--- config.mk ---
export PLATFORM = sky130hd
export DESIGN_NAME = sbc_status_diag
export DESIGN_NICKNAME = d
export VERILOG_FILES = /design/src/rtl/sbc_sync.v /design/src/rtl/sbc_status_diag.v
export VERILOG_INCLUDE_DIRS = /design/src /design/src/rtl
export SDC_FILE = /design/constraint.sdc
export NUM_CORES = 1
export LEC_CHECK = 0
export BUFFER_PORTS_ARGS = -buffer_cell sky130_fd_sc_hd__buf_2
export CAP_MARGIN = 20
export CORE_MARGIN = 5
export CORE_UTILIZATION = 60
export CTS_BUF_LIST = sky130_fd_sc_hd__clkbuf_2
export CTS_CLUSTER_DIAMETER = 60
export DETAILED_ROUTE_END_ITERATION = 10
export PLACE_DENSITY_LB_ADDON = 0.2
export SLEW_MARGIN = 20
export SYNTH_ARGS = -nofsm -noshare
export SYNTH_HDL_FRONTEND = slang
export SYNTH_HIERARCHICAL = 1
export SYNTH_SLANG_ARGS = --single-unit
export TNS_END_PERCENT = 1
--- constraint.sdc ---
create_clock -name core_clk_i -period 2.21 [get_ports core_clk_i]
set_input_delay 0.1105 -clock core_clk_i [delete_from_list [all_inputs] [get_ports core_clk_i]]
set_output_delay 0.1105 -clock core_clk_i [all_outputs]
set_load 0.02 [all_outputs]
--- src/rtl/sbc_defines.vh ---
`ifndef SBC_DEFINES_VH
`define SBC_DEFINES_VH

// ****************************************************************
// Frame layout
// ****************************************************************
`define SBC_FRAME_BITS 5'd16
`define SBC_ADDR_DIAG 3'b001
`define SBC_ADDR_STAT 3'b000
`define SBC_RO_BIT 12

// ****************************************************************
// Diagnosis word fields
// ****************************************************************
`define SBC_DG_GSD 11
`define SBC_DG_FAIL_HI 10
`define SBC_DG_FAIL_LO 7
`define SBC_DG_V3 4
`define SBC_DG_V2 3
`define SBC_DG_V1 2

// ****************************************************************
// Status word fields
// ****************************************************************
`define SBC_ST_RSS_HI 11
`define SBC_ST_RSS_LO 8
`define SBC_ST_WAKE 4
`define SBC_ST_TEMP 3
`define SBC_ST_SDM 2
`define SBC_ST_EN 1
`define SBC_ST_PWON 0
`define SBC_RSS_RESET 4'h0

// ****************************************************************
// Bus failure codes
// ****************************************************************
`define SBC_F_TXD_DOM 4'hf
`define SBC_F_RXD_DOM 4'he
`define SBC_F_RXD_REC 4'hd
`define SBC_F_BUS_DOM 4'hc
`define SBC_F_H_L 4'h9
`define SBC_F_L_SUP 4'h8
`define SBC_F_H_GND 4'h6
`define SBC_F_L_GND 4'h5
`define SBC_F_H_SUP 4'h4
`define SBC_F_NONE 4'h0

`endif

--- src/rtl/sbc_sync.v ---
`timescale 1ns/1ns
`default_nettype none

// ****************************************************************
// Two flip-flop synchroniser for a vector of unrelated levels
// ****************************************************************
module sbc_sync #(
  parameter WIDTH = 1
) (
  input wire core_clk_i,
  input wire rst_i,
  input wire [WIDTH-1:0] async_i,
  output wire [WIDTH-1:0] sync_o
);

  // First stage, read only by the second stage.
  reg [WIDTH-1:0] meta_reg;
  // Second stage, safe for logic.
  reg [WIDTH-1:0] stable_reg;

  // Both stages clear on reset so no stray edge is seen.
  always @(posedge core_clk_i) begin
    if (rst_i) begin
      meta_reg <= {WIDTH{1'b0}};
      stable_reg <= {WIDTH{1'b0}};
    end else begin
      meta_reg <= async_i;
      stable_reg <= meta_reg;
    end
  end

  assign sync_o = stable_reg;

endmodule // sbc_sync

`default_nettype wire

--- src/rtl/sbc_status_diag.v ---
`timescale 1ns/1ns
`default_nettype none
`include "sbc_defines.vh"

// ****************************************************************
// Status and diagnosis registers behind the 16-bit serial link
// ****************************************************************
module sbc_status_diag (
  input wire core_clk_i,
  input wire rst_i,
  // Serial link pins; the inputs are asynchronous, the outputs come from core clock flops.
  input wire link_sclk_i,
  input wire link_csn_i,
  input wire link_mosi_i,
  output wire link_miso_o,
  output wire link_miso_oe_o,
  // Analog and pin conditions, asynchronous.
  input wire wake_level_i,
  input wire temp_warning_i,
  input wire sw_dev_mode_i,
  input wire enable_output_i,
  input wire ground_shift_i,
  input wire mcu_undervolt_i,
  input wire [8:0] bus_fault_i,
  input wire aux_overload_i,
  input wire aux_reg_on_i,
  input wire bus_overload_i,
  input wire bus_reg_on_i,
  // Events from the core logic on the same clock.
  input wire power_on_event_i,
  input wire normal_entered_i,
  input wire reset_event_i,
  input wire [3:0] reset_cause_i,
  // Mode register write request.
  output wire mode_write_o,
  output wire [15:0] mode_data_o
);

  // ****************************************************************
  // Input synchronisers
  // ****************************************************************

  // Synchronised link pins: sclk, inverted select, mosi. The select is
  // inverted so that the cleared flops after reset match its idle level.
  // Without this, a false frame would start and end right after reset.
  wire [2:0] link_sync;
  // Synchronised condition pins.
  wire [18:0] pin_sync;

  sbc_sync #(.WIDTH(3)) link_sync_u (
    .core_clk_i(core_clk_i),
    .rst_i(rst_i),
    .async_i({link_sclk_i, ~link_csn_i, link_mosi_i}),
    .sync_o(link_sync)
  );

  sbc_sync #(.WIDTH(19)) pin_sync_u (
    .core_clk_i(core_clk_i),
    .rst_i(rst_i),
    .async_i({wake_level_i, temp_warning_i, sw_dev_mode_i,
              enable_output_i, ground_shift_i, mcu_undervolt_i,
              bus_fault_i, aux_overload_i, aux_reg_on_i,
              bus_overload_i, bus_reg_on_i}),
    .sync_o(pin_sync)
  );

  // Named views of the synchronised levels.
  wire sclk_s = link_sync[2];
  wire csn_s = ~link_sync[1];
  wire mosi_s = link_sync[0];
  wire wake_s = pin_sync[18];
  wire temp_s = pin_sync[17];
  wire sdm_s = pin_sync[16];
  wire en_s = pin_sync[15];
  wire gsd_s = pin_sync[14];
  wire uv_s = pin_sync[13];
  wire [8:0] fault_s = pin_sync[12:4];
  wire aux_ovl_s = pin_sync[3];
  wire aux_on_s = pin_sync[2];
  wire bus_ovl_s = pin_sync[1];
  wire bus_on_s = pin_sync[0];

  // ****************************************************************
  // Edge detection on the synchronised link and regulator enables
  // ****************************************************************

  // Previous link levels; csn idles high.
  reg sclk_prev_reg;
  reg csn_prev_reg;
  // Previous regulator enables, for switch-on edges.
  reg aux_on_prev_reg;
  reg bus_on_prev_reg;

  // History registers for every edge detector.
  always @(posedge core_clk_i) begin
    if (rst_i) begin
      sclk_prev_reg <= 1'b0;
      csn_prev_reg <= 1'b1;
      aux_on_prev_reg <= 1'b0;
      bus_on_prev_reg <= 1'b0;
    end else begin
      sclk_prev_reg <= sclk_s;
      csn_prev_reg <= csn_s;
      aux_on_prev_reg <= aux_on_s;
      bus_on_prev_reg <= bus_on_s;
    end
  end

  // Frame start and end, and clock edges inside a frame.
  wire frame_start = csn_prev_reg & ~csn_s;
  wire frame_end = ~csn_prev_reg & csn_s;
  wire sclk_rise = ~csn_s & ~sclk_prev_reg & sclk_s;
  wire sclk_fall = ~csn_s & sclk_prev_reg & ~sclk_s;
  wire aux_on_rise = ~aux_on_prev_reg & aux_on_s;
  wire bus_on_rise = ~bus_on_prev_reg & bus_on_s;

  // ****************************************************************
  // Bus failure code encoder
  // ****************************************************************

  // Encoded failure. Clamping faults take priority because a clamped
  // line hides any wiring fault behind it.
  reg [3:0] fail_code;

  // Priority encoder over the individual fault conditions.
  always @* begin
    if (fault_s[0]) begin
      fail_code = `SBC_F_TXD_DOM;
    end else if (fault_s[1]) begin
      fail_code = `SBC_F_RXD_DOM;
    end else if (fault_s[2]) begin
      fail_code = `SBC_F_BUS_DOM;
    end else if (fault_s[3]) begin
      fail_code = `SBC_F_RXD_REC;
    end else if (fault_s[4]) begin
      fail_code = `SBC_F_H_L;
    end else if (fault_s[5]) begin
      fail_code = `SBC_F_L_SUP;
    end else if (fault_s[6]) begin
      fail_code = `SBC_F_H_GND;
    end else if (fault_s[7]) begin
      fail_code = `SBC_F_L_GND;
    end else if (fault_s[8]) begin
      fail_code = `SBC_F_H_SUP;
    end else begin
      fail_code = `SBC_F_NONE;
    end
  end

  // ****************************************************************
  // Latched diagnosis and status flags
  // ****************************************************************

  // Aux regulator healthy flag.
  reg aux_ok_reg;
  // Bus regulator healthy flag.
  reg bus_ok_reg;
  // Microcontroller supply healthy since last read.
  reg mcu_ok_reg;
  // Supply stayed healthy since the current snapshot.
  reg mcu_ok_since_reg;
  // Power-on flag.
  reg power_on_reg;
  // Most recent reset cause.
  reg [3:0] reset_src_reg;
  // One-cycle pulse: a diagnosis read was recognised.
  reg diag_read_reg;

  // Regulator flags drop on overload and come back on switch-on.
  // The overload wins if both arrive in one cycle.
  always @(posedge core_clk_i) begin
    if (rst_i) begin
      aux_ok_reg <= 1'b1;
      bus_ok_reg <= 1'b1;
    end else begin
      if (aux_ovl_s) begin
        aux_ok_reg <= 1'b0;
      end else if (aux_on_rise) begin
        aux_ok_reg <= 1'b1;
      end
      if (bus_ovl_s) begin
        bus_ok_reg <= 1'b0;
      end else if (bus_on_rise) begin
        bus_ok_reg <= 1'b1;
      end
    end
  end

  // The supply flag is re-armed by a diagnosis read, but only to
  // what was seen after the snapshot; a dip between the snapshot and
  // the read is therefore never lost.
  always @(posedge core_clk_i) begin
    if (rst_i) begin
      mcu_ok_reg <= 1'b1;
      mcu_ok_since_reg <= 1'b1;
    end else begin
      if (uv_s) begin
        mcu_ok_since_reg <= 1'b0;
      end else if (frame_start) begin
        mcu_ok_since_reg <= 1'b1;
      end
      if (uv_s) begin
        mcu_ok_reg <= 1'b0;
      end else if (diag_read_reg) begin
        mcu_ok_reg <= mcu_ok_since_reg;
      end
    end
  end

  // Power-on flag: the set from a power-on event wins over the clear.
  always @(posedge core_clk_i) begin
    if (rst_i) begin
      power_on_reg <= 1'b1;
    end else if (power_on_event_i) begin
      power_on_reg <= 1'b1;
    end else if (normal_entered_i) begin
      power_on_reg <= 1'b0;
    end
  end

  // Reset source is overwritten by every reset event, and no read
  // path touches it.
  always @(posedge core_clk_i) begin
    if (rst_i) begin
      reset_src_reg <= `SBC_RSS_RESET;
    end else if (reset_event_i) begin
      reset_src_reg <= reset_cause_i;
    end
  end

  // ****************************************************************
  // Response words
  // ****************************************************************

  // Live diagnosis word; header and low bits read zero.
  reg [15:0] diag_word;
  // Live status word; wake event bits belong elsewhere, read zero.
  reg [15:0] stat_word;

  // Assemble both words from the live flags.
  always @* begin
    diag_word = 16'h0000;
    diag_word[`SBC_DG_GSD] = gsd_s;
    diag_word[`SBC_DG_FAIL_HI:`SBC_DG_FAIL_LO] = fail_code;
    diag_word[`SBC_DG_V3] = aux_ok_reg;
    diag_word[`SBC_DG_V2] = bus_ok_reg;
    diag_word[`SBC_DG_V1] = mcu_ok_reg;
    stat_word = 16'h0000;
    stat_word[`SBC_ST_RSS_HI:`SBC_ST_RSS_LO] = reset_src_reg;
    stat_word[`SBC_ST_WAKE] = wake_s;
    stat_word[`SBC_ST_TEMP] = temp_s;
    stat_word[`SBC_ST_SDM] = sdm_s;
    stat_word[`SBC_ST_EN] = en_s;
    stat_word[`SBC_ST_PWON] = power_on_reg;
  end

  // ****************************************************************
  // Frame engine
  // ****************************************************************

  // Snapshots taken at frame start.
  reg [15:0] diag_snap_reg;
  reg [15:0] stat_snap_reg;
  // Outgoing shift register, MSB first.
  reg [15:0] tx_reg;
  // Incoming shift register, MSB first.
  reg [15:0] rx_reg;
  // Rising clock edges counted in this frame.
  reg [4:0] bit_cnt_reg;
  // Bit count saturates so an overlong frame never wraps to 16.
  reg overrun_reg;
  // Serial output and its enable.
  reg miso_reg;
  reg miso_oe_reg;
  // Mode register write pulse and data.
  reg mode_write_reg;
  reg [15:0] mode_data_reg;

  // The address is known only after three bits, so the first three
  // answer bits are zero and the chosen snapshot is patched into the
  // still unsent part of the shift register at that moment. Two falling
  // edges have shifted the register by then, so the patch sits two
  // places further towards the top.
  always @(posedge core_clk_i) begin
    if (rst_i) begin
      diag_snap_reg <= 16'h0000;
      stat_snap_reg <= 16'h0000;
      tx_reg <= 16'h0000;
      rx_reg <= 16'h0000;
      bit_cnt_reg <= 5'h00;
      overrun_reg <= 1'b0;
      miso_reg <= 1'b0;
      miso_oe_reg <= 1'b0;
      diag_read_reg <= 1'b0;
      mode_write_reg <= 1'b0;
      mode_data_reg <= 16'h0000;
    end else begin
      diag_read_reg <= 1'b0;
      mode_write_reg <= 1'b0;
      if (frame_start) begin
        // No mode is checked here; reads work in every mode.
        diag_snap_reg <= diag_word;
        stat_snap_reg <= stat_word;
        tx_reg <= 16'h0000;
        bit_cnt_reg <= 5'h00;
        overrun_reg <= 1'b0;
        miso_reg <= 1'b0;
        miso_oe_reg <= 1'b1;
      end else if (frame_end) begin
        miso_oe_reg <= 1'b0;
        // Only a full 16-bit frame with the write bit low is written.
        if (!overrun_reg && bit_cnt_reg == `SBC_FRAME_BITS &&
            rx_reg[15:13] == `SBC_ADDR_DIAG && !rx_reg[`SBC_RO_BIT]) begin
          mode_write_reg <= 1'b1;
          mode_data_reg <= rx_reg;
        end
      end else if (sclk_rise) begin
        rx_reg <= {rx_reg[14:0], mosi_s};
        if (bit_cnt_reg == `SBC_FRAME_BITS) begin
          overrun_reg <= 1'b1;
        end else begin
          bit_cnt_reg <= bit_cnt_reg + 5'h01;
        end
        // Third bit in: all three address bits are known.
        if (bit_cnt_reg == 5'h02) begin
          if ({rx_reg[1:0], mosi_s} == `SBC_ADDR_DIAG) begin
            tx_reg <= {1'b0, diag_snap_reg[12:0], 2'b00};
            diag_read_reg <= 1'b1;
          end else if ({rx_reg[1:0], mosi_s} == `SBC_ADDR_STAT) begin
            tx_reg <= {1'b0, stat_snap_reg[12:0], 2'b00};
          end else begin
            tx_reg <= 16'h0000;
          end
        end
      end else if (sclk_fall) begin
        // Next bit goes out on the falling edge for the host to
        // sample at the end of the following high phase, just before the next falling edge.
        miso_reg <= tx_reg[14];
        tx_reg <= {tx_reg[14:0], 1'b0};
      end
    end
  end

  // Outputs come straight from flip-flops.
  assign link_miso_o = miso_reg;
  assign link_miso_oe_o = miso_oe_reg;
  assign mode_write_o = mode_write_reg;
  assign mode_data_o = mode_data_reg;

endmodule // sbc_status_diag

`default_nettype wire

* After elaboration in Yosys (flattened, before gate mapping)
Index checks and enable logic that the tools add are counted.
** Storage, ports and cells
- Flip-flop bits (word level) :: 131
- Word-level logic and storage cells :: 99
** Cells by class
- Bitwise logic cells :: 20
- Equality and inequality tests :: 5
- Reductions and logical operators :: 22
- Add/subtract/negate cells :: 1
- Muxes and demuxes :: 26
** Operators with widths (count)
- $mux W15 :: 3
- $mux W14 :: 2
- $mux W4 :: 6
- $reduce_and A3 Y1 :: 6
- $mux W1 :: 12
- $not A1 Y1 :: 12
- $reduce_bool A2 Y1 :: 6
- $mux W3 :: 3
- $and A1 B1 Y1 :: 8
- $eq A3 B1 Y1 const B :: 2
- $add A5 B1 Y5 const B :: 1
- $eq A5 B2 Y1 const B :: 1
- $eq A5 B5 Y1 const B :: 1
- $reduce_or A5 Y1 :: 1
- $reduce_or A2 Y1 :: 2
- $logic_and A1 B1 Y1 :: 3
- $logic_not A3 Y1 :: 1
- $reduce_or A3 Y1 :: 1
- $logic_not A1 Y1 :: 2
- $ne A2 B1 Y1 const B :: 1

* Depth between registers and ports, before layout
Gate-level depths: netlist of the first run.
- Depth in word-level cells :: 9
- Gate-level depth with buffers :: 8
- Gate-level depth less buffers :: 6

* Modules after synthesis
The synthesis of the first run kept the hierarchy.
** By module, submodules not included
- sbc_status_diag :: cells an instance 348, seq. area each 1701.6 µm², area each 3244.4 µm², times used 1
- sbc_sync (pin_sync_u) :: cells an instance 80, seq. area each 760.7 µm², area each 1212.4 µm², times used 1
- sbc_sync (link_sync_u) :: cells an instance 12, seq. area each 120.1 µm², area each 157.7 µm², times used 1

* Worst setup path before layout of the first run
OpenSTA, ideal clock, no wires.
- Kind :: reg-to-reg
- From :: register link_sync_u.stable_reg[1] (netlist: link_sync_u/sync_o[1])
- To :: register tx_reg[2]
- Stages on the path, launching flop included :: 9
- Path buffers :: 2
- Setup slack :: 0.316 ns
- Period minus slack after synthesis :: 1.894 ns
- Data arrival time :: 1.823 ns
- Cells stage by stage :: dfxtp_1 > inv_1 > ha_1 > nor4bb_1 > clkbuf_1 > a21o_1 > clkbuf_1 > nand3_1 > a21oi_1
** On the way
- Word-level cells in the longest chain between the ends :: 4
- Elaborated cells on any way between the ends :: 13
** RTL lines
- from (decl) :: RTL line sbc_sync.v:19 : reg [WIDTH-1:0] stable_reg;
- from (signal assigned) :: RTL line sbc_sync.v:25 : stable_reg <= {WIDTH{1'b0}};
- from (signal assigned) :: RTL line sbc_sync.v:28 : stable_reg <= meta_reg;
- $not A1 Y1 :: RTL line sbc_status_diag.v:69 : wire csn_s = ~link_sync[1];
- named net csn_s :: RTL line sbc_status_diag.v:69
- $and A1 B1 Y1 :: RTL line sbc_status_diag.v:111 : wire frame_end = ~csn_prev_reg & csn_s;
- $not A1 Y1 (no source line)
- $reduce_and A3 Y1 (no source line)
- to (signal assigned) :: RTL line sbc_status_diag.v:327 : tx_reg <= {1'b0, diag_snap_reg[12:0], 2'b00};
- to (signal assigned) :: RTL line sbc_status_diag.v:330 : tx_reg <= {1'b0, stat_snap_reg[12:0], 2'b00};
- to (signal assigned) :: RTL line sbc_status_diag.v:339 : tx_reg <= {tx_reg[14:0], 1'b0};
- to (decl) :: RTL line sbc_status_diag.v:265 : reg [15:0] tx_reg;
The timed path passes the listed nets, and every way through them passes these cells.
A chain may end at the register's enable or synchronous reset.

* Final worst setup path of the first run
- From :: register link_sync_u.stable_reg[1] (netlist: link_sync_u/sync_o[1])
- To :: register bit_cnt_reg[4]
** On the way
- Word-level cells in the longest chain between the ends :: 4
- Elaborated cells on any way between the ends :: 8
** RTL lines
- $not A1 Y1 :: RTL line sbc_status_diag.v:69
- named net csn_s :: RTL line sbc_status_diag.v:69
- $and A1 B1 Y1 :: RTL line sbc_status_diag.v:111
- $not A1 Y1 (no source line)
- $reduce_and A3 Y1 (no source line)
- to (signal assigned) :: RTL line sbc_status_diag.v:322 : bit_cnt_reg <= bit_cnt_reg + 5'h01;
- to (decl) :: RTL line sbc_status_diag.v:269 : reg [4:0] bit_cnt_reg;
The timed path passes the listed nets, and every way through them passes these cells.

==> results of run 1 <==
-- where the power goes --
| group | internal (uW) | switching [uW] | total (uW) |
|---|---|---|---|
| logic | 142 | 104 | 247 |
| clock network | 424 | 885 | 1310 |
| registers | 2390 | 25.3 | 2410 |
| total | 2960 | 1010 | 3970 |
-- placed cells by master (no fill, tap or decap), types with 12 or more instances in the layout --
cell type and instances:
dfxtp_1 129, nor2_1 48, buf_2 48, nand2_1 40, a21oi_1 35, dlygate4sd3_1 33, mux2i_1 32, nor2b_1 22
nor2b_4 20, clkbuf_2 18, buf_4 12
-- metrics by stage --
stage          setup WS (ps)  std cells  instance area, um^2  power (uW)  hold WS [ps]
2_1_floorplan            316        440                 4610        2600           182
5_1_grt                 71.9        642                 5510        4160           138
3_5_place_dp            69.3        577                 4950        2660           295
4_1_cts                 36.1        642                 5510        4010           161
6_report                 256        642                 5510        3970           224
3_3_place_gp             264        577                 4950        2650           282
-- Yosys cell counts (4+ instances only) --
| cell type | count |
|---|---|
| a21oi_1 | 35 |
| a222oi_1 | 7 |
| and2b_1 | 6 |
| clkbuf_1 | 18 |
| dfxtp_1 | 129 |
| ha_1 | 6 |
| inv_1 | 11 |
| mux2i_1 | 32 |
| nand2_1 | 40 |
| nand3_1 | 7 |
| nor2_1 | 48 |
| nor2b_1 | 22 |
| nor2b_4 | 20 |
| o21ai_0 | 5 |
| o21ai_1 | 5 |
| o21bai_1 | 4 |
-- routing by layer --
layer	global-route usage, %	wire length (um)	vias up
li1	-	-	1654
met1	20.2	3340	1490
met2	32.0	4100	70
met3	5.53	390	11
met4	5.64	87	0
met5	0	0	-
-- worst max-delay path by stage --
stage	endpoint	cells past startpoint	startpoint	slack, ps
global placement	tx_reg[2]	6	link_sync_u/sync_o[1]	260
global route	tx_reg[9]	6	link_sync_u/sync_o[1]	70
finish	bit_cnt_reg[4]	7	link_sync_u/sync_o[1]	260
detailed placement	tx_reg[2]	6	link_sync_u/sync_o[1]	70
CTS	tx_reg[2]	6	link_sync_u/sync_o[1]	40
floorplan	tx_reg[2]	8	link_sync_u/sync_o[1]	320
-- cells by family (layout without fill, tap and decap cells) --
group,count (synthesis),after routing,synth area share (%)
AOI/OAI and AO/OA,65,65,8.65
DFF,129,129,56.0
buffers and inverters,38,138,4.34
and+or+nand+nor,167,167,21.9
xor gates and xnor gates,3,3,0.570
muxes,32,32,6.94
adders and majority gates,6,6,1.63
-- critical path, delay by kind of cell (launching register included) --
| family | cells | cell delay, ps |
|---|---|---|
| AOI/OAI and AO/OA | 1 | 140 |
| and+or+nand+nor | 3 | 790 |
| buffers and inverters | 2 | 320 |
| adders and majority gates | 1 | 240 |
| DFF | 1 | 440 |
-- final cells by class --
cell class / count / area [um^2] / share of cell area (%)
clock buffers: 18 / 90.1 / 1.63
inverters: 11 / 41.3 / 0.749
repair buffers: 95 / 701 / 12.7
well taps: 102 / 128 / 2.32
flip-flops and latches: 129 / 2580 / 46.8
multi-input cells: 273 / 1840 / 33.4
clock inverters: 14 / 131 / 2.38
-- repair_timing --
item	CTS	global route
setup endpoints to repair	0	11
resized for setup	0	2
hold endpoints to repair	61	0
hold buffers	33	0
==> results.cfg, run 1 <==
[synth]
synth_area_leaders = dfxtp_1, mux2i_1, nor2b_4, nor2_1, a21oi_1
yosysTopAreaCellShare_pct = 56.0
async_flop_share_pct = 0
mappedNetlistArea_um2 = 4610
synth_edf_count = 0
ys_ff_latch = 129
synth.distinct_cells = 45
yosysSeqAreaShare_pct = 56.0
ys_warn_count = 6
synth_area_per_cell_um2 = 10.5
synth_fp_nets = 477
synthCells = 440
synth_area_leader_cell = dfxtp_1
synth_flop_cell = dfxtp_1

[critical_path]
r2r-start = link_sync_u/sync_o[1]
cp_max_fo = 6
r2r_cells = 7
critPathCaptureType = register
worstPathCellList = inv_1 > ha_1 > nor4bb_2 > buf_4 > nand4_1 > or2_0 > a21oi_1
reg2reg_to = bit_cnt_reg[4]
reg2reg_slack_ps = 260
cp.arrival_ps = 2520
start_kind = register
crit_path_top_delay_cell = nor4bb_2
critPathKind = register to register
cp_slowest_stage_delay_ps = 470
worstPathRequired_ps = 2780

[cells_and_area]
diodes = 0
area_delta_synth_final_pct = 19.5
drive_gt1_share_pct = 21.7
post-route-util_pct = 72.5
fillerInstances = 582
nets = 564

[clock_tree]
h-tree-depth = 4
cts_buffers = 17
cts_tree = built
cts_sinks = 129
clockRootBuffer = clkbuf_2
clkTransAtPathRegs_ps = 200
post_cts_buffers = 0
clock_latency_ps = 620
clock_path_buffers = 2

[floorplan]
fp.dieW_um = 97.7
rows = 32
io_pins = 50
die_h_um = 97.7
die-area_um2 = 9540
core_um2 = 7610
start_util_pct = 60.7

[detailed_routing]
via_per_inst = 5.02
routed_wl_um = 7920
wl_per_cell_um = 12.3
first_pass_iters = 4
num_vias = 3225
drtAntennaViolNets = 0
drt_iter0_drc = 172
drcViolationCount = 0

[timing]
setup_violations = 0
fin_worst_skew_ps = 21.0
maxSlewViolCount = 0
clock.fmax_ghz = 0.512
finalSetupTns_ps = 0
rsz0062_at_grt = false
finalCritPeriodShare_pct = 88.4
slew_headroom_pct = 65.4
finalHoldViolCount = 0
period_minus_slack_ps = 1950
tightest_slew_ps = 519

[grt]
antenna_found_initial = 0
grt_pass1_wl_um = 14000
grt_max_degree = 65
grt_pass1_vias = 3167
overflow = 0
grt_usage_pct = 17.9

[placement]
io_buffers = 49
dp.final_hpwl_um = 5010
place_congestion = 0.820

[power_and_ir_drop]
static-leakage-power_uw = 0.00237
power_density_nw_per_um2 = 720
ir_drop_v = 0.000554

[worst_hold_path]
hold_path_depth = 3
hold_path_startpoint = bus_reg_on_i
worstHoldPathType = primary input to register
min_to = pin_sync_u/meta_reg[0]

[status]
outcome = complete, no violations

[job]
cap_viol_max_count = 0
Note: power is estimated with default switching activity, not from simulation.
==> run 2, diff against run 1 <==
- ABC_AREA: default -> 1
- CORE_UTILIZATION: 60 -> 61
- PLACE_DENSITY_LB_ADDON: 0.2 -> 0.05
==> run 2 against run 1 <==
Compared with the run above: maximum frequency grew 16%; routed wire length grew 25%; flip-flop and latch count stayed put; sequential power is essentially flat; largest cell class unchanged; largest power group unchanged.
==> results.cfg, run 2 <==
[floorplan]
die_h_um = 100
fp.dieW_um = 100
rows = 33
die-area_um2 = 10100
start_util_pct = 61.4
io_pins = 50
core_um2 = 8090

[worst_hold_path]
hold_path_depth = 4
worstHoldPathType = primary input to register
min_to = power_on_reg
hold_path_startpoint = power_on_event_i

[timing]
period_minus_slack_ps = 1690
finalHoldViolCount = 0
slew_headroom_pct = 57.0
setup_violations = 0
tightest_slew_ps = 644
clock.fmax_ghz = 0.592
rsz0062_at_grt = false
fin_worst_skew_ps = 35.8
whs_ps = 165
finalCritPeriodShare_pct = 76.4
finalSetupTns_ps = 0
maxSlewViolCount = 0

[detailed_routing]
num_vias = 4132
via_per_inst = 4.75
wl_per_cell_um = 11.4
routed_wl_um = 9940
first_pass_iters = 4
drtAntennaViolNets = 0
drcViolationCount = 0
drt_iter0_drc = 170

[grt]
grt_pass1_vias = 4090
grt_usage_pct = 21.9
overflow = 0
antenna_found_initial = 0
grt_pass1_wl_um = 17700
grt_max_degree = 57

[synth]
synth_area_leaders = dfxtp_1, nor2_1, inv_1, nand2_1, o21ai_0
yosysSeqAreaShare_pct = 52.0
synth_area_leader_cell = dfxtp_1
async_flop_share_pct = 0
synth.most_common_cell = nor2_1
mappedNetlistArea_um2 = 4970
synth_fp_nets = 702
ys_warn_count = 6
synth_flop_cell = dfxtp_1
yosysTopAreaCellShare_pct = 52.0
synth.distinct_cells = 27
synthCells = 665
synth_area_per_cell_um2 = 7.47
synth_edf_count = 0
ys_top_cells_by_count = nor2_1, dfxtp_1, inv_1
ys_ff_latch = 129

[cells_and_area]
diodes = 0
area_delta_synth_final_pct = 18.2
final_cell_mix = nor2_1, dfxtp_1, inv_1
final_common_cell = nor2_1
drive_gt1_share_pct = 13.7
fillerInstances = 669
nets = 789

[critical_path]
r2r_cells = 7
reg2reg_to = tx_reg[10]
cp.arrival_ps = 2290
start_kind = register
r2r-start = link_sync_u/sync_o[1]
worstPathRequired_ps = 2810
reg2reg_slack_ps = 520
critPathKind = register to register
cp_max_fo = 13
critPathCaptureType = register

[status]
outcome = complete, no violations

[clock_tree]
clock_latency_ps = 670
clkTransAtPathRegs_ps = 180
cts_tree = built
h-tree-depth = 4
clockRootBuffer = clkbuf_2
cts_sinks = 129
cts_buffers = 17
post_cts_buffers = 0
clock_path_buffers = 2

[power_and_ir_drop]
power_uw = 4180
static-leakage-power_uw = 0.00286
power_density_nw_per_um2 = 711
ir_drop_v = 0.000418

[placement]
dp.final_hpwl_um = 6250
place_congestion = 0.806
io_buffers = 49

[job]
cap_viol_max_count = 0
## run 2: worst max-delay path, cell delays in order, from the launching register on
cell	delay [ps]
dfxtp_1	440
inv_1	90
ha_1	270
nor3_2	350
inv_2	200
nand3_1	130
nand2_1	60
nor2_1	110
## run 2: timing repair
| action | CTS | global route |
|---|---|---|
| hold endpoints to repair | 43 | 0 |
| hold buffers | 37 | 0 |
| gates resized for setup | 0 | 0 |
| endpoints found under the setup margin | 0 | 0 |
## run 2: worst max path at each step
stage,startpoint,endpoint,depth (start not counted)
finish,link_sync_u/sync_o[1],tx_reg[10],7
global route,link_sync_u/sync_o[1],rx_reg[9],6
CTS,link_sync_u/sync_o[1],tx_reg[11],7
detailed placement,link_sync_u/sync_o[1],tx_reg[10],7
global placement,link_sync_u/sync_o[1],tx_reg[9],7
floorplan,link_sync_u/sync_o[1],tx_reg[10],7
## run 2: area by class of cell
class / instances / area (um^2) / area share, %
Multi-Input combinational cell: 381 / 1740 / 29.6
Inverter: 126 / 473 / 8.05
Sequential cell: 129 / 2580 / 44.0
Timing Repair Buffer: 97 / 698 / 11.9
Tap cell: 105 / 131 / 2.24
Clock inverter: 15 / 166 / 2.83
Clock buffer: 17 / 85.1 / 1.45
## run 2: through the flow
step	instance area, um^2	setup WS [ps]	utilization [%]	cells
after floorplan	4970	751	-	665
after global placement	5250	657	64.9	801
after detailed placement	5250	583	64.9	801
after CTS	5870	534	72.6	870
after global routing	5870	327	72.6	870
final	5870	521	72.6	870
## run 2: per-layer routing
layer,GRT usage [%],vias up,share of wire (%)
li1,-,2195,-
met2,38.4,88,50
met3,5.28,17,4.5
met1,25.6,1832,44
met4,8.50,0,1.6
met5,0,-,0
## run 2: kinds of logic after synthesis
logic type	synth area share (%)
flops	52.0
simple gates	25.0
fa+ha+maj	1.51
xor+xnor	0.529
buf+inv	13.0
compound gates	7.91
## run 2: power breakdown
group | switching [uW] | leakage (uW) | internal [uW]
sequential | 30.2 | 0.00105 | 2400
combinational | 141 | 0.00165 | 122
clock | 863 | 0.000155 | 623
total | 1030 | 0.00286 | 3140
==> run 3, diff against run 2 <==
- ABC_AREA: 1 -> 0
- CORE_UTILIZATION: 61 -> 60
- clock period: 2.21 -> 1.6 ns (I/O delays scaled with it)
==> run 3 against run 2 <==
Compared with the run above: the flow now finishes with violations (setup timing); clock skew fell by 9.0 ps; flip-flop and latch count did not move; global-route usage fell by 0.68 points; critical path type unchanged.
==> results.cfg, run 3 (synthesized netlist as in run 1, its figures left out) <==
[floorplan]
die_h_um = 97.7
die-area_um2 = 9540
start_util_pct = 60.7
core_um2 = 7610
io_pins = 50
fp.dieW_um = 97.7
rows = 32

[critical_path]
cp_slowest_stage_delay_ps = 530
crit_buf_inv = 1
critPathCaptureType = register
critPathCapture = mode_data_o[5]
crit_path_top_delay_cell = or4b_1
critPathKind = register to register
r2r_cells = 5
r2r-start = rx_reg[14]
worstPathRequired_ps = 2150
crit_cells = 5
reg2reg_slack_ps = -240
cp.arrival_ps = 2380
crit_start = rx_reg[14]
start_kind = register
worstPathCellList = or4b_1 > or4_4 > buf_12 > mux2i_1 > nor2_1
cp_max_fo = 16
cp_top_family = simple AND/OR/NAND/NOR gates
reg2reg_to = mode_data_o[5]

[cells_and_area]
final_common_cell = dfxtp_1
area_delta_synth_final_pct = 30.3
stdcell_count = 681
nets = 605
diodes = 0
drive_gt1_share_pct = 25.6
final_cell_mix = dfxtp_1, dlygate4sd3_1, nor2_1, buf_2, nand2_1

[timing]
finalCritPeriodShare_pct = 115
period_minus_slack_ps = 1840
setup_violations = 18
tightest_slew_ps = 424
clock.fmax_ghz = 0.544
maxSlewViolCount = 0
fin_worst_skew_ps = 26.8
finalHoldViolCount = 0
whs_ps = 178
rsz0062_at_grt = true
slew_headroom_pct = 71.8
setup_ws_ps = -238

[clock_tree]
cts_sinks = 129
cts_buffers = 17
post_cts_buffers = 0
h-tree-depth = 4
clockRootBuffer = clkbuf_2
cts_tree = built
clkTransAtPathRegs_ps = 170
clock_path_buffers = 2
clock_latency_ps = 650

[power_and_ir_drop]
power_density_nw_per_um2 = 987
ir_drop_v = 0.000906
power_frac_seq_pct = 56.2
static-leakage-power_uw = 0.00264
internal_power_uw = 4550
pwr-share-comb_pct = 6.8
power.switching_uw = 1380
clkPwrFrac_pct = 37.0
p_sw_share_pct = 23.3

[status]
violations = setup timing
outcome = finished with violations

[detailed_routing]
drcViolationCount = 0
first_pass_iters = 5
drt_iter0_drc = 200
num_vias = 3433
drtAntennaViolNets = 0
via_per_inst = 5.04
wl_per_cell_um = 14.0
routed_wl_um = 9550

[placement]
dp.cells = 597
place_congestion = 0.826
dp.final_hpwl_um = 5380
dp_slack_ps = -210
io_buffers = 49

[grt]
grt_pass1_vias = 3554
grt_pass1_wl_um = 16300
grt_usage_pct = 21.2
overflow = 0
antenna_found_initial = 0
grt_max_degree = 42

[job]
cap_viol_max_count = 0

[worst_hold_path]
worstHoldPathType = primary input to register
-- run 3: final cells by class --
type,count,area [um^2]
timing repair buffer,136,1090
inverter,11,41.3
clock buffer,17,85.1
multi-input combinational,273,1890
tap,102,128
fill,482,1590
sequential,129,2590
clock inverter,13,188
-- run 3: routing by layer --
metal / wire, um / vias up / GRT usage (%)
met5: 0 / - / 0
met4: 140 / 0 / 8.52
met3: 358 / 15 / 4.95
met2: 5020 / 72 / 38.0
met1: 4030 / 1606 / 24.1
li1: - / 1740 / -
-- run 3: power groups by stage --
stage	logic [uW]	registers (uW)	clock network (uW)
floorplan	206	3390	0
CTS	388	3340	2230
global route	440	3350	2390
finish	402	3340	2190
detailed placement	279	3400	0
global placement	270	3400	0
-- run 3: worst min path at each step --
stage	from	to	slack, ps	cells past startpoint
global route	power_on_event_i	power_on_reg	130	4
CTS	power_on_event_i	power_on_reg	100	4
finish	power_on_event_i	power_on_reg	180	4
detailed placement	normal_entered_i	power_on_reg	260	2
floorplan	rst_i	link_sync_u/meta_reg[0]	150	1
global placement	normal_entered_i	power_on_reg	250	2
-- run 3: what timing repair did --
item | CTS | global route
hold buffers | 54 | 0
hold endpoints to repair | 126 | 0
setup endpoints to repair | 33 | 30
pin swaps | 1 | 1
gates resized for setup | 11 | 14
-- run 3: worst reg2reg max path, stage by stage (launching register included) --
cell     delay [ps]
dfxtp_1         350
or4b_1          530
or4_4           450
buf_12          170
mux2i_1         180
nor2_1           70
-- run 3: through the flow --
step                util (%)  area [um^2]  power, uW  setup TNS, ps
floorplan                  -         4620       3600          -4100
global placement        67.3         5120       3670          -3330
detailed placement      67.3         5120       3680          -4430
CTS                     78.6         5980       5950          -2800
global route            79.0         6010       6180          -4490
finish                  79.0         6010       5930          -2680
